==> src/hdl/spo_pkg.sv <==
// shared constants and carrier types for the sample output port
// assumes one system clock; converter clock arrives as a plain pin
package spo_pkg;
    localparam int unsigned WORD_W      = 10;
    localparam int unsigned MSB_BIT     = WORD_W - 1;
    localparam int unsigned STAMP_W     = 4;
    localparam int unsigned MEM_AW      = 3;
    localparam int unsigned FILL_W      = 3;
    // rising edges between a sample's start and its read-out
    localparam logic [FILL_W-1:0]  SAMPLE_LAG  = 3'h6;
    // latency 6.5 converter clocks, counted in half steps
    localparam logic [STAMP_W-1:0] LAT_HALF    = 4'hd;
    localparam logic [STAMP_W-1:0] HALF_PER_CK = 4'h2;
    localparam logic [STAMP_W-1:0] STAMP_RST   = 4'h0;
    localparam logic [MEM_AW-1:0]  PTR_RST     = 3'h0;
    localparam logic [FILL_W-1:0]  FILL_RST    = 3'h0;
    localparam logic [WORD_W-1:0]  WORD_RST    = 10'h000;

    typedef struct packed {
        logic [WORD_W-1:0]  code;
        logic [STAMP_W-1:0] stamp;
    } spo_sample_type;

    localparam int unsigned SAMPLE_W = WORD_W + STAMP_W;
    localparam spo_sample_type SAMPLE_RST = '{code: WORD_RST, stamp: STAMP_RST};

    typedef enum logic [1:0] {
        SPO_EMPTY = 2'b00,
        SPO_ONE   = 2'b01,
        SPO_TWO   = 2'b10
    } spo_occ_type;
endpackage : spo_pkg

==> src/hdl/spo_delay_mem.sv <==
// small ring memory that holds samples while they walk the pipeline
// assumes one write and one read per cycle at most; read data registered
`timescale 1ns/1ns
module spo_delay_mem #(
    parameter int unsigned DW = 14,
    parameter int unsigned AW = 3
) (
    // clock
    input  wire logic          clk_sys,
    // write side
    input  wire logic          wr_en,
    input  wire logic [AW-1:0] wr_addr,
    input  wire logic [DW-1:0] wr_data,
    // read side
    input  wire logic [AW-1:0] rd_addr,
    output logic      [DW-1:0] rd_data
);
    logic [DW-1:0] mem [2**AW];

    // no reset: the read port loads every cycle, but no word is used before it is written
    always_ff @(posedge clk_sys) begin
        if (wr_en) begin
            mem[wr_addr] <= wr_data;
        end
        rd_data <= mem[rd_addr];
    end
endmodule : spo_delay_mem

==> src/hdl/spo_port.sv <==
// digital output side of a pipelined sampling converter
// assumes conv_clk is slower than clk_sys/4 and quant_word is on clk_sys
`timescale 1ns/1ns
module spo_port
    import spo_pkg::*;
(
    // clock and reset
    input  wire logic                       clk_sys,
    input  wire logic                       reset_n,
    // converter pins
    input  wire logic                       conv_clk,
    input  wire logic                       coding_sel,
    input  wire logic                       output_enable_n,
    // quantizer result at each conversion start
    input  wire logic [spo_pkg::WORD_W-1:0] quant_word,
    // sample word outputs
    output logic      [spo_pkg::WORD_W-1:0] data_out,
    output logic      [spo_pkg::WORD_W-1:0] data_oe,
    output logic                            out_valid,
    input  wire logic                       out_ready,
    output logic                            overrun
);
    // pin synchronisers; stage one feeds only stage two
    logic ck_s1, ck_s2, ck_s3;
    logic sel_s1, sel_s2;
    logic oen_s1, oen_s2;

    always_ff @(posedge clk_sys) begin
        ck_s1  <= conv_clk;
        ck_s2  <= ck_s1;
        ck_s3  <= ck_s2;
        sel_s1 <= coding_sel;
        sel_s2 <= sel_s1;
        oen_s1 <= output_enable_n;
        oen_s2 <= oen_s1;
    end

    wire rise = ck_s2 & ~ck_s3;
    wire fall = ~ck_s2 & ck_s3;
    wire step = rise | fall;

    logic [STAMP_W-1:0] half_count;
    logic [MEM_AW-1:0]  wr_ptr;
    logic [FILL_W-1:0]  fill;
    logic               rd_issued;
    logic               pend_valid;
    spo_sample_type     pend;
    logic [SAMPLE_W-1:0] rd_raw;

    wire primed = (fill == SAMPLE_LAG);
    wire [MEM_AW-1:0] rd_addr = wr_ptr - MEM_AW'(SAMPLE_LAG);
    wire spo_sample_type wr_word = '{code: quant_word, stamp: half_count};

    always_ff @(posedge clk_sys) begin
        if (!reset_n) begin
            half_count <= STAMP_RST;
            wr_ptr     <= PTR_RST;
            fill       <= FILL_RST;
            rd_issued  <= 1'b0;
        end else begin
            if (step) begin
                half_count <= half_count + 1'b1;
            end
            if (rise) begin
                wr_ptr <= wr_ptr + 1'b1;
                if (!primed) begin
                    fill <= fill + 1'b1;
                end
            end
            rd_issued <= rise & primed;
        end
    end

    spo_delay_mem #(
        .DW (SAMPLE_W),
        .AW (MEM_AW)
    ) u_mem (
        .clk_sys (clk_sys),
        .wr_en   (rise),
        .wr_addr (wr_ptr),
        .wr_data (wr_word),
        .rd_addr (rd_addr),
        .rd_data (rd_raw)
    );

    // coding applied as the word is fetched; select is static in use
    wire [WORD_W-1:0] rd_code  = rd_raw[SAMPLE_W-1:STAMP_W];
    wire [WORD_W-1:0] coded    = sel_s2 ? {~rd_code[MSB_BIT], rd_code[MSB_BIT-1:0]}
                                        : rd_code;

    // two-entry buffer
    spo_occ_type    occ, next_occ;
    spo_sample_type slot1, next_slot1, head, next_head;

    wire in_ready = (occ != SPO_TWO);
    wire push     = fall & pend_valid & in_ready;
    wire pop      = out_valid & out_ready;

    always_ff @(posedge clk_sys) begin
        if (!reset_n) begin
            pend_valid <= 1'b0;
            pend       <= SAMPLE_RST;
            overrun    <= 1'b0;
        end else begin
            if (rd_issued) begin
                pend_valid <= 1'b1;
                pend       <= '{code: coded, stamp: rd_raw[STAMP_W-1:0]};
            end else if (fall) begin
                pend_valid <= 1'b0;
            end
            // a receiver stalled for two words loses the next one
            if (fall & pend_valid & ~in_ready) begin
                overrun <= 1'b1;
            end
        end
    end

    always_comb begin
        next_occ   = occ;
        next_head  = head;
        next_slot1 = slot1;
        case (occ)
            SPO_EMPTY: begin
                if (push) begin
                    next_head = pend;
                    next_occ  = SPO_ONE;
                end
            end
            SPO_ONE: begin
                if (push && pop) begin
                    next_head = pend;
                end else if (push) begin
                    next_slot1 = pend;
                    next_occ   = SPO_TWO;
                end else if (pop) begin
                    next_occ = SPO_EMPTY;
                end
            end
            SPO_TWO: begin
                if (pop) begin
                    next_head = slot1;
                    next_occ  = SPO_ONE;
                end
            end
            default: begin
                next_occ = SPO_EMPTY;
            end
        endcase
    end

    always_ff @(posedge clk_sys) begin
        if (!reset_n) begin
            occ       <= SPO_EMPTY;
            head      <= SAMPLE_RST;
            slot1     <= SAMPLE_RST;
            out_valid <= 1'b0;
            data_out  <= WORD_RST;
            data_oe   <= WORD_RST;
        end else begin
            occ       <= next_occ;
            head      <= next_head;
            slot1     <= next_slot1;
            out_valid <= (next_occ != SPO_EMPTY);
            data_out  <= next_head.code;
            data_oe   <= {WORD_W{~oen_s2}};
        end
    end

    // helpers for checking
    logic [STAMP_W-1:0] last_stamp;
    logic               seen_push;
    wire  [STAMP_W-1:0] age = half_count - pend.stamp;

    always_ff @(posedge clk_sys) begin
        if (!reset_n) begin
            last_stamp <= STAMP_RST;
            seen_push  <= 1'b0;
        end else if (push) begin
            last_stamp <= pend.stamp;
            seen_push  <= 1'b1;
        end
    end

    // reset_n in the antecedent keeps the release edge, where the counter is still held, out
    AST_STEP_BOTH_EDGES: assert property (@(posedge clk_sys) disable iff (!reset_n)
        (reset_n && (ck_s2 != ck_s3)) |=> (half_count == $past(half_count) + 1'b1))
        else $error("half step missed on a converter clock edge");

    AST_LATENCY: assert property (@(posedge clk_sys) disable iff (!reset_n)
        push |-> (age == LAT_HALF))
        else $error("word released at wrong latency");

    AST_SOB: assert property (@(posedge clk_sys) disable iff (!reset_n)
        (rd_issued && !sel_s2) |=> (pend.code == $past(rd_code)))
        else $error("offset binary word altered");

    AST_BTC: assert property (@(posedge clk_sys) disable iff (!reset_n)
        (rd_issued && sel_s2) |=>
            (pend.code == {~$past(rd_code[MSB_BIT]), $past(rd_code[MSB_BIT-1:0])}))
        else $error("twos complement msb not inverted");

    // data_oe is still forced low at the release edge, so that attempt must be vacuous
    AST_OE: assert property (@(posedge clk_sys) disable iff (!reset_n)
        reset_n |=> (data_oe == {WORD_W{~$past(oen_s2)}}))
        else $error("output enable does not follow pin");

    AST_IN_ORDER: assert property (@(posedge clk_sys) disable iff (!reset_n)
        (push && seen_push && !$past(overrun)) |-> (pend.stamp - last_stamp == HALF_PER_CK)
            or overrun)
        else $error("samples out of order or gapped");

    AST_HOLD_WORD: assert property (@(posedge clk_sys) disable iff (!reset_n)
        (out_valid && !out_ready) |=> (out_valid && $stable(data_out)))
        else $error("stalled word changed or dropped");

    AST_PUSH_ON_FALL: assert property (@(posedge clk_sys) disable iff (!reset_n)
        rd_issued |-> !fall[*2])
        else $error("read issued with no room before falling edge");
endmodule : spo_port

==> config.mk <==
export PLATFORM = sky130hd
export DESIGN_NAME = spo_port
export DESIGN_NICKNAME = d
export VERILOG_FILES = /design/src/hdl/spo_pkg.sv /design/src/hdl/spo_delay_mem.sv /design/src/hdl/spo_port.sv
export SDC_FILE = /design/constraint.sdc
export NUM_CORES = 1
export LEC_CHECK = 0
export BUFFER_PORTS_ARGS = -buffer_cell sky130_fd_sc_hd__clkbuf_2
export CAP_MARGIN = 30
export CORE_MARGIN = 5
export CORE_UTILIZATION = 59
export DETAILED_ROUTE_END_ITERATION = 12
export GPL_ROUTABILITY_DRIVEN = 0
export PLACE_DENSITY_LB_ADDON = 0.08
export REMOVE_ABC_BUFFERS = 1
export SLEW_MARGIN = 20
export SYNTH_ARGS = -nofsm -noshare
export SYNTH_HDL_FRONTEND = slang
export SYNTH_SLANG_ARGS = --single-unit
==> constraint.sdc <==
create_clock -name clk_sys -period 2.64 [get_ports clk_sys]
set_input_delay 0.264 -clock clk_sys [delete_from_list [all_inputs] [get_ports clk_sys]]
set_output_delay 0.264 -clock clk_sys [all_outputs]
set_load 0.01 [all_outputs]
==> results.md, run 1 <==
* Status: complete, no violations
* Slowest CP cell: dfxtp_1
* Leak Pwr at about 2.3 nW
* Buffer depth of the longest clock path at 2
* CTS resizes at 0
* Post-synth cell types at 35
* Initial antenna violation count at 0
* Fin crit share at a little over two thirds
* Worst-path fanout max at 11
* Sink Count at between 100 and 150
* Avg WL per Cell at between 15 and 20 um
* Reg-to-Reg Start: wr_ptr[1]
* Core Box Area at a little under 9000 um^2
* Layout cells sized above 1 at about a quarter
* # rows at 34
* Final WL at ~8400 um
* Yosys top cell by area: edfxtp_1
* Power Dens Cells at a little under 800 nW/um^2
* Final Util at 69.8%
* N_diodes at 0
* Clock Pin Slew Worst Setup and Hold Paths at around 0.060 ns
* Warnings, synthesis at 0
* Placed Area at approximately 5600 um^2
* Critical path capture point type: register
* Max transition margin at 36.8%
* Fin. max-slew vios at 0
* WP data arrival at 1.99 ns
* Min cycle time layout at 1.86 ns
* Hold slack at 0.0448 ns
* Final nets at about 400
* Overflow after GRT at 0
* Mapped Cells at between 300 and 400
* I/O pin count at 38
* Fmax at approximately 540 MHz
* Area growth, synth to finish at 14.3%
* Tightest Hold Check Type: in2reg
* Vias per cell at approximately 5.6
* Setup TNS Final at 0 ns
* Power after layout at ~0.0047 W
* CTS tree: built
* Die area at ~11000 um^2
* Avg Cell Area, Syn at 15.6 um^2
* Clock Latency Late Sink at approximately 0.50 ns
* DR DRC count at 0
* Final HPWL DP at slightly above 5000 um
* Max-cap violations at 0
* Post-route cell area at approximately 6100 um^2
* Required @ worst endpoint at around 2.8 ns
* Starting Density at between 60% and 70%
* Number of global-route vias before repair at between 2000 and 3000
* Worst clock skew at around 0.007 ns
* CTS buffer count at 17
* Critical path launch point: wr_ptr[1]
* Startpoint Class: register
* Flops & latches, synth at 140
* Final Setup Violations at 0
* Synth top area cells: edfxtp_1 (45%), dfxtp_1 (22%), mux4_2 (5.9%), mux2i_1 (3.5%), mux4_1 (2.9%)
* 1st-pass router iterations at 4
* Crit Path Category: reg2reg
* Seq/Total Area, Yosys at about 67%
* Die Ht at 106 um
* First-pass GRT wire length at roughly 14000 um
* Number of fill cells at 579
* Via count at 2776
* Area fraction of the dominant cell type after synthesis at between 40% and 50%
* Worst-Margin Slew at ~0.95 ns
* Root buf cell: clkbuf_8
* RSZ-0062 raised after global routing: no
* Starting DRC count in detailed routing at roughly 130
* Largest net degree at the start of global routing at 54
* H-tree level count at 4
* Antenna viol nets, final at 0
* Die X at between 100 and 150 um
* Final Hold Fails at 0
* Number of port buffers at 37
* GR Util All Layers at between 15 and 20%
* Crit path cell chain: buf_4 -> ha_1 -> and3_1
* Worst vdd ir at between 0.5 and 0.6 mV
* Max incr delay on CP at ~0.52 ns
* Worst Min Path Start: quant_word[0]
* Synth Cell Area at roughly 5400 um^2
## cells in the final DEF, fill, tap and decap left out
| cell type | n |
|---|---|
| a21boi_0 | 1 |
| a21oi_1 | 6 |
| and2_1 | 7 |
| and3_1 | 4 |
| and3b_1 | 1 |
| and4b_1 | 1 |
| buf_4 | 5 |
| bufinv_16 | 2 |
| clkbuf_1 | 2 |
| clkbuf_16 | 16 |
| clkbuf_2 | 39 |
| clkbuf_8 | 2 |
| clkinv_2 | 2 |
| clkinv_4 | 4 |
| clkinvlp_4 | 1 |
| dfxtp_1 | 60 |
| dlygate4sd3_1 | 3 |
| edfxtp_1 | 80 |
| ha_1 | 7 |
| inv_1 | 3 |
| inv_4 | 1 |
| mux2_2 | 5 |
| mux2_4 | 6 |
| mux2i_1 | 19 |
| mux4_1 | 6 |
| mux4_2 | 14 |
| nand2_1 | 27 |
| nand2b_1 | 2 |
| nand3_1 | 13 |
| nand3b_1 | 1 |
| nand4b_1 | 1 |
| nor2_1 | 4 |
| nor2b_1 | 14 |
| nor3b_1 | 2 |
| o211a_1 | 14 |
| o21a_1 | 3 |
| o21ai_0 | 10 |
| o2bb2ai_1 | 1 |
| xnor2_1 | 3 |
## final cells by class
type,instances,area [um^2],share of cell area (%)
Multi-Input combinational cell,172,1580,25.7
Sequential cell,140,3600,58.6
Inverter,3,11.3,0.183
Clock inverter,10,119,1.93
Timing Repair Buffer,45,253,4.11
Clock buffer,22,445,7.24
Tap cell,108,135,2.20
## cells by family after synthesis
| kind of cell | synth area share [%] |
|---|---|
| buffers and inverters | 3.63 |
| DFF | 67.0 |
| and+or+nand+nor | 7.44 |
| adders and majority gates | 1.63 |
| muxes | 15.0 |
| xor gates and xnor gates | 0.488 |
| AOI/OAI and AO/OA | 4.81 |
## registers in the layout (all words and copies together), names as in the netlist, 2 cells and up
signal         cells
pend              10
head              10
wr_ptr             3
u_mem.mem         80
slot1             10
fill               3
u_mem.rd_data     10
occ                2
## per-stage QoR
stage / instances / setup WS, ns
2_1_floorplan: 315 / 0.579
3_3_place_gp: 465 / 0.809
3_5_place_dp: 465 / 0.782
4_1_cts: 500 / 0.763
5_1_grt: 500 / 0.681
6_report: 500 / 0.783
## final timing paths
kind	end	depth (start not counted)	slack, ns
setup / recovery	u_mem.mem[3][6]	3	0.78
hold / removal	u_mem.mem[1][4]	1	0.04
setup reg to reg	u_mem.mem[3][6]	3	0.78
hold reg to reg	oen_s2	0	0.33
## metal layers
metal	vias up	track usage [%]	share of wire, %
met3	12	4.77	4.3
met5	-	0	0
met2	63	27.8	52
met1	1347	19.4	42
met4	0	6.01	1.2
li1	1354	-	-
## synth_stat cells
cell,number
edfxtp_1,80
dfxtp_1,60
nand2_1,27
mux2i_1,19
mux4_2,14
nor2b_1,14
o211a_1,14
nand3_1,13
buf_4,11
o21ai_0,10
clkbuf_1,9
and2_1,7
ha_1,7
a21oi_1,6
mux2_4,6
mux4_1,6
mux2_2,5
and3_1,4
buf_1,4
nor2_1,4
inv_1,3
o21a_1,3
xnor2_1,3
buf_6,2
nand2b_1,2
nor3b_1,2
a21boi_0,1
and3b_1,1
and4b_1,1
buf_12,1
buf_2,1
clkbuf_2,1
nand3b_1,1
nand4b_1,1
o2bb2ai_1,1
## critical path: cells and delay by family (launching register included)
family | cells | cell delay (ns)
simple gates | 1 | 0.50
buf+inv | 1 | 0.29
fa+ha+maj | 1 | 0.18
flops | 1 | 0.52
## power breakdown
group	internal [W]	total [W]	switching, W
combinational	0.0000754	0.000155	0.0000799
clock	0.00138	0.00222	0.000838
sequential	0.00234	0.00235	0.0000144
total	0.00379	0.00473	0.000933
## repair_timing
item | CTS | global route
setup buffers | 0 | 0
hold buffers | 3 | 0
setup endpoints to repair | 0 | 0
endpoints found under the hold margin | 3 | 0
Power figures use the tool's default switching activity.
==> inputs of run 2 (changes only) <==
CORE_UTILIZATION = 53   (was 59)
clock period = 1.5 ns   (was 2.64 ns; I/O delays follow)
==> run 2 against run 1 <==
Compared with the run above:
- critical path depth did not move
- power grew 83%
- wire length grew 5.8%
- setup slack got worse by 0.78 ns
- global-route usage is 0.85 points lower
- fmax rose by 24%
- clock-buffer cell count down 3
==> results.md, run 2 (synthesis results as in run 1) <==
* Final WL at 8910 um (was 8420 um)
* Max incr delay on CP at 0.58 ns (was 0.52 ns)
* Initial antenna violation count at 0 (unchanged)
* Largest net degree at the start of global routing at 54 (unchanged)
* Number of global-route vias before repair at 2810 (was 2730)
* Die area at 12300 um^2 (was 11100 um^2)
* Via count at 2825 (was 2776)
* Number of fill cells at 721 (was 579)
* Number of port buffers at 37 (unchanged)
* Buffer depth of the longest clock path at 2 (unchanged)
* Final HPWL DP at 5810 um (was 5180 um)
* Worst clock skew at 0.00924 ns (was 0.00702 ns)
* Final Hold Fails at 0 (unchanged)
* Area growth, synth to finish at 24.1% (was 14.3%)
* Most frequent cells in the layout: edfxtp_1 (80), dfxtp_1 (57), clkbuf_2 (37) (was edfxtp_1 (80), dfxtp_1 (60), clkbuf_2 (39))
* RSZ-0062 raised after global routing: yes (was no)
* Worst Path Buf+Inv at 1 (unchanged)
* Fmax at 667 MHz (was 539 MHz)
* # rows at 36 (was 34)
* Starting DRC count in detailed routing at 124 (was 132)
* Status: complete, no violations (unchanged)
* CTS buffer count at 17 (unchanged)
* Die Ht at 111 um (was 106 um)
* Tightest Hold Check Type: in2reg (unchanged)
* H-tree level count at 4 (unchanged)
* Antenna viol nets, final at 0 (unchanged)
* Worst-path fanout max at 8 (was 11)
* Sink Count at 140 (unchanged)
* Hold slack at 0.0846 ns (was 0.0448 ns)
* Crit path cell chain: buf_6 -> mux4_1 -> mux2_4 (was buf_4 -> ha_1 -> and3_1)
* Final nets at 438 (was 402)
* Clock Pin Slew Worst Setup and Hold Paths at 0.06 ns (about the same)
* DR DRC count at 0 (unchanged)
* Max-cap violations at 0 (unchanged)
* Clock Latency Late Sink at 0.51 ns (was 0.50 ns)
* WP data arrival at 1.89 ns (was 1.99 ns)
* Worst Reg-to-Reg Cells at 3 (unchanged)
* Crit Path Category: reg2reg (unchanged)
* Layout cells sized above 1 at 30.4% (was 24.7%)
* Min cycle time layout at 1.50 ns (was 1.86 ns)
* First-pass GRT wire length at 14600 um (was 13700 um)
* Overflow after GRT at 0 (unchanged)
* Top reg by flops: u_mem.mem (unchanged)
* Fin. max-slew vios at 0 (unchanged)
* Worst vdd ir at 0.849 mV (was 0.524 mV)
* CP delay by family, top: multiplexers (was flip-flops)
* Power Dens Cells at 1300 nW/um^2 (was 769 nW/um^2)
* Hold Crit Depth at 3 (was 1)
* Max reg flops at 80 (unchanged)
* Startpoint Class: register (unchanged)
* Number of cells on the critical path at 3 (unchanged)
* Required @ worst endpoint at 1.90 ns (was 2.77 ns)
* Max transition margin at 68.3% (was 36.8%)
* Multi-input gate area at 1580 um^2 (unchanged)
* Final Setup Violations at 0 (unchanged)
* GR Util All Layers at 15.4% (was 16.2%)
* Most common cell after layout, fill and taps aside: edfxtp_1 (unchanged)
* Fin crit share at 99.9% (was 70.3%)
* I/O pin count at 38 (unchanged)
* Vias per cell at 5.04 (was 5.55)
* Root buf cell: clkbuf_8 (unchanged)
* Seq. cell area at 3610 um^2 (was 3600 um^2)
* 1st-pass router iterations at 4 (unchanged)
* Slowest CP cell: mux4_1 (was dfxtp_1)
* Power after layout at 0.00866 W (was 0.00473 W)
* Avg WL per Cell at 15.9 um (was 16.8 um)
* Setup TNS Final at 0 ns (unchanged)
* Leak Pwr at 2.54 nW (was 2.30 nW)
* N_diodes at 0 (unchanged)
* Critical path capture point type: register (unchanged)
* Starting Density at 54.8% (was 61.1%)
* Core Box Area at 9820 um^2 (was 8810 um^2)
* Worst-Margin Slew at 0.476 ns (was 0.949 ns)
* CTS tree: built (unchanged)
* Die X at 111 um (was 106 um)
-- run 2: changes by cell type in the layout (fill, tap and decap cells not counted), sizes merged --
cell,change
buf,+25
clkbuf,-3
clkinv,-3
clkinvlp,-1
dlygate4sd3,+11
inv,+7
-- run 2: through the flow --
stage               instances  setup slack, ns  area [um^2]  util, %
global placement          512          -0.0495         5860     59.7
detailed placement        512          -0.0698         5860     59.7
CTS                       558          -0.0136         6630     67.5
finish                    561          0.00112         6680     68.0
global route              561          -0.0464         6680     68.0
floorplan                 315           -0.561         5200        -
-- run 2: what timing repair did --
action                                 4_1_cts  5_1_grt
hold buffers                                14        0
endpoints found under the hold margin       84        0
setup endpoints to repair                   10       57
resized for setup                            4       21
setup buffers                                0        2
cloned                                       0        2
pin swaps                                    0        1
-- run 2: area by class of cell --
cell class                      instances  area share [%]
Sequential cell                       140            54.1
Timing Repair Buffer                   81            10.4
Tap cell                              133            2.49
Clock inverter                         13            2.19
Inverter                                3           0.169
Multi-Input combinational cell        172            23.7
Clock buffer                           19            6.95
-- run 2: final timing paths --
check | startpoint | to | slack [ns]
worst max-delay path | wr_ptr[0] | u_mem.rd_data[5] | 0.001
worst min-delay path | reset_n | occ[0] | 0.08
worst max register to register | wr_ptr[0] | u_mem.rd_data[5] | 0.001
worst min register to register | sel_s1 | sel_s2 | 0.32
-- run 2: routing by layer --
layer | GRT usage (%) | vias to the layer above | routed length, um
met5 | 0 | - | 0
met4 | 6.16 | 0 | 78
met3 | 5.19 | 5 | 303
met2 | 23.9 | 39 | 4380
met1 | 19.8 | 1359 | 4150
li1 | - | 1422 | -
-- run 2: worst register-to-register path, stage by stage, from the launching register on --
cell     delay [ns]
dfxtp_4        0.38
buf_6          0.16
mux4_1         0.58
mux2_4         0.28
-- run 2: report_power, final --
part	internal [W]	total [W]	switching, W
Sequential	0.00411	0.00414	0.0000270
Combinational	0.000183	0.000338	0.000155
Clock	0.00260	0.00418	0.00158
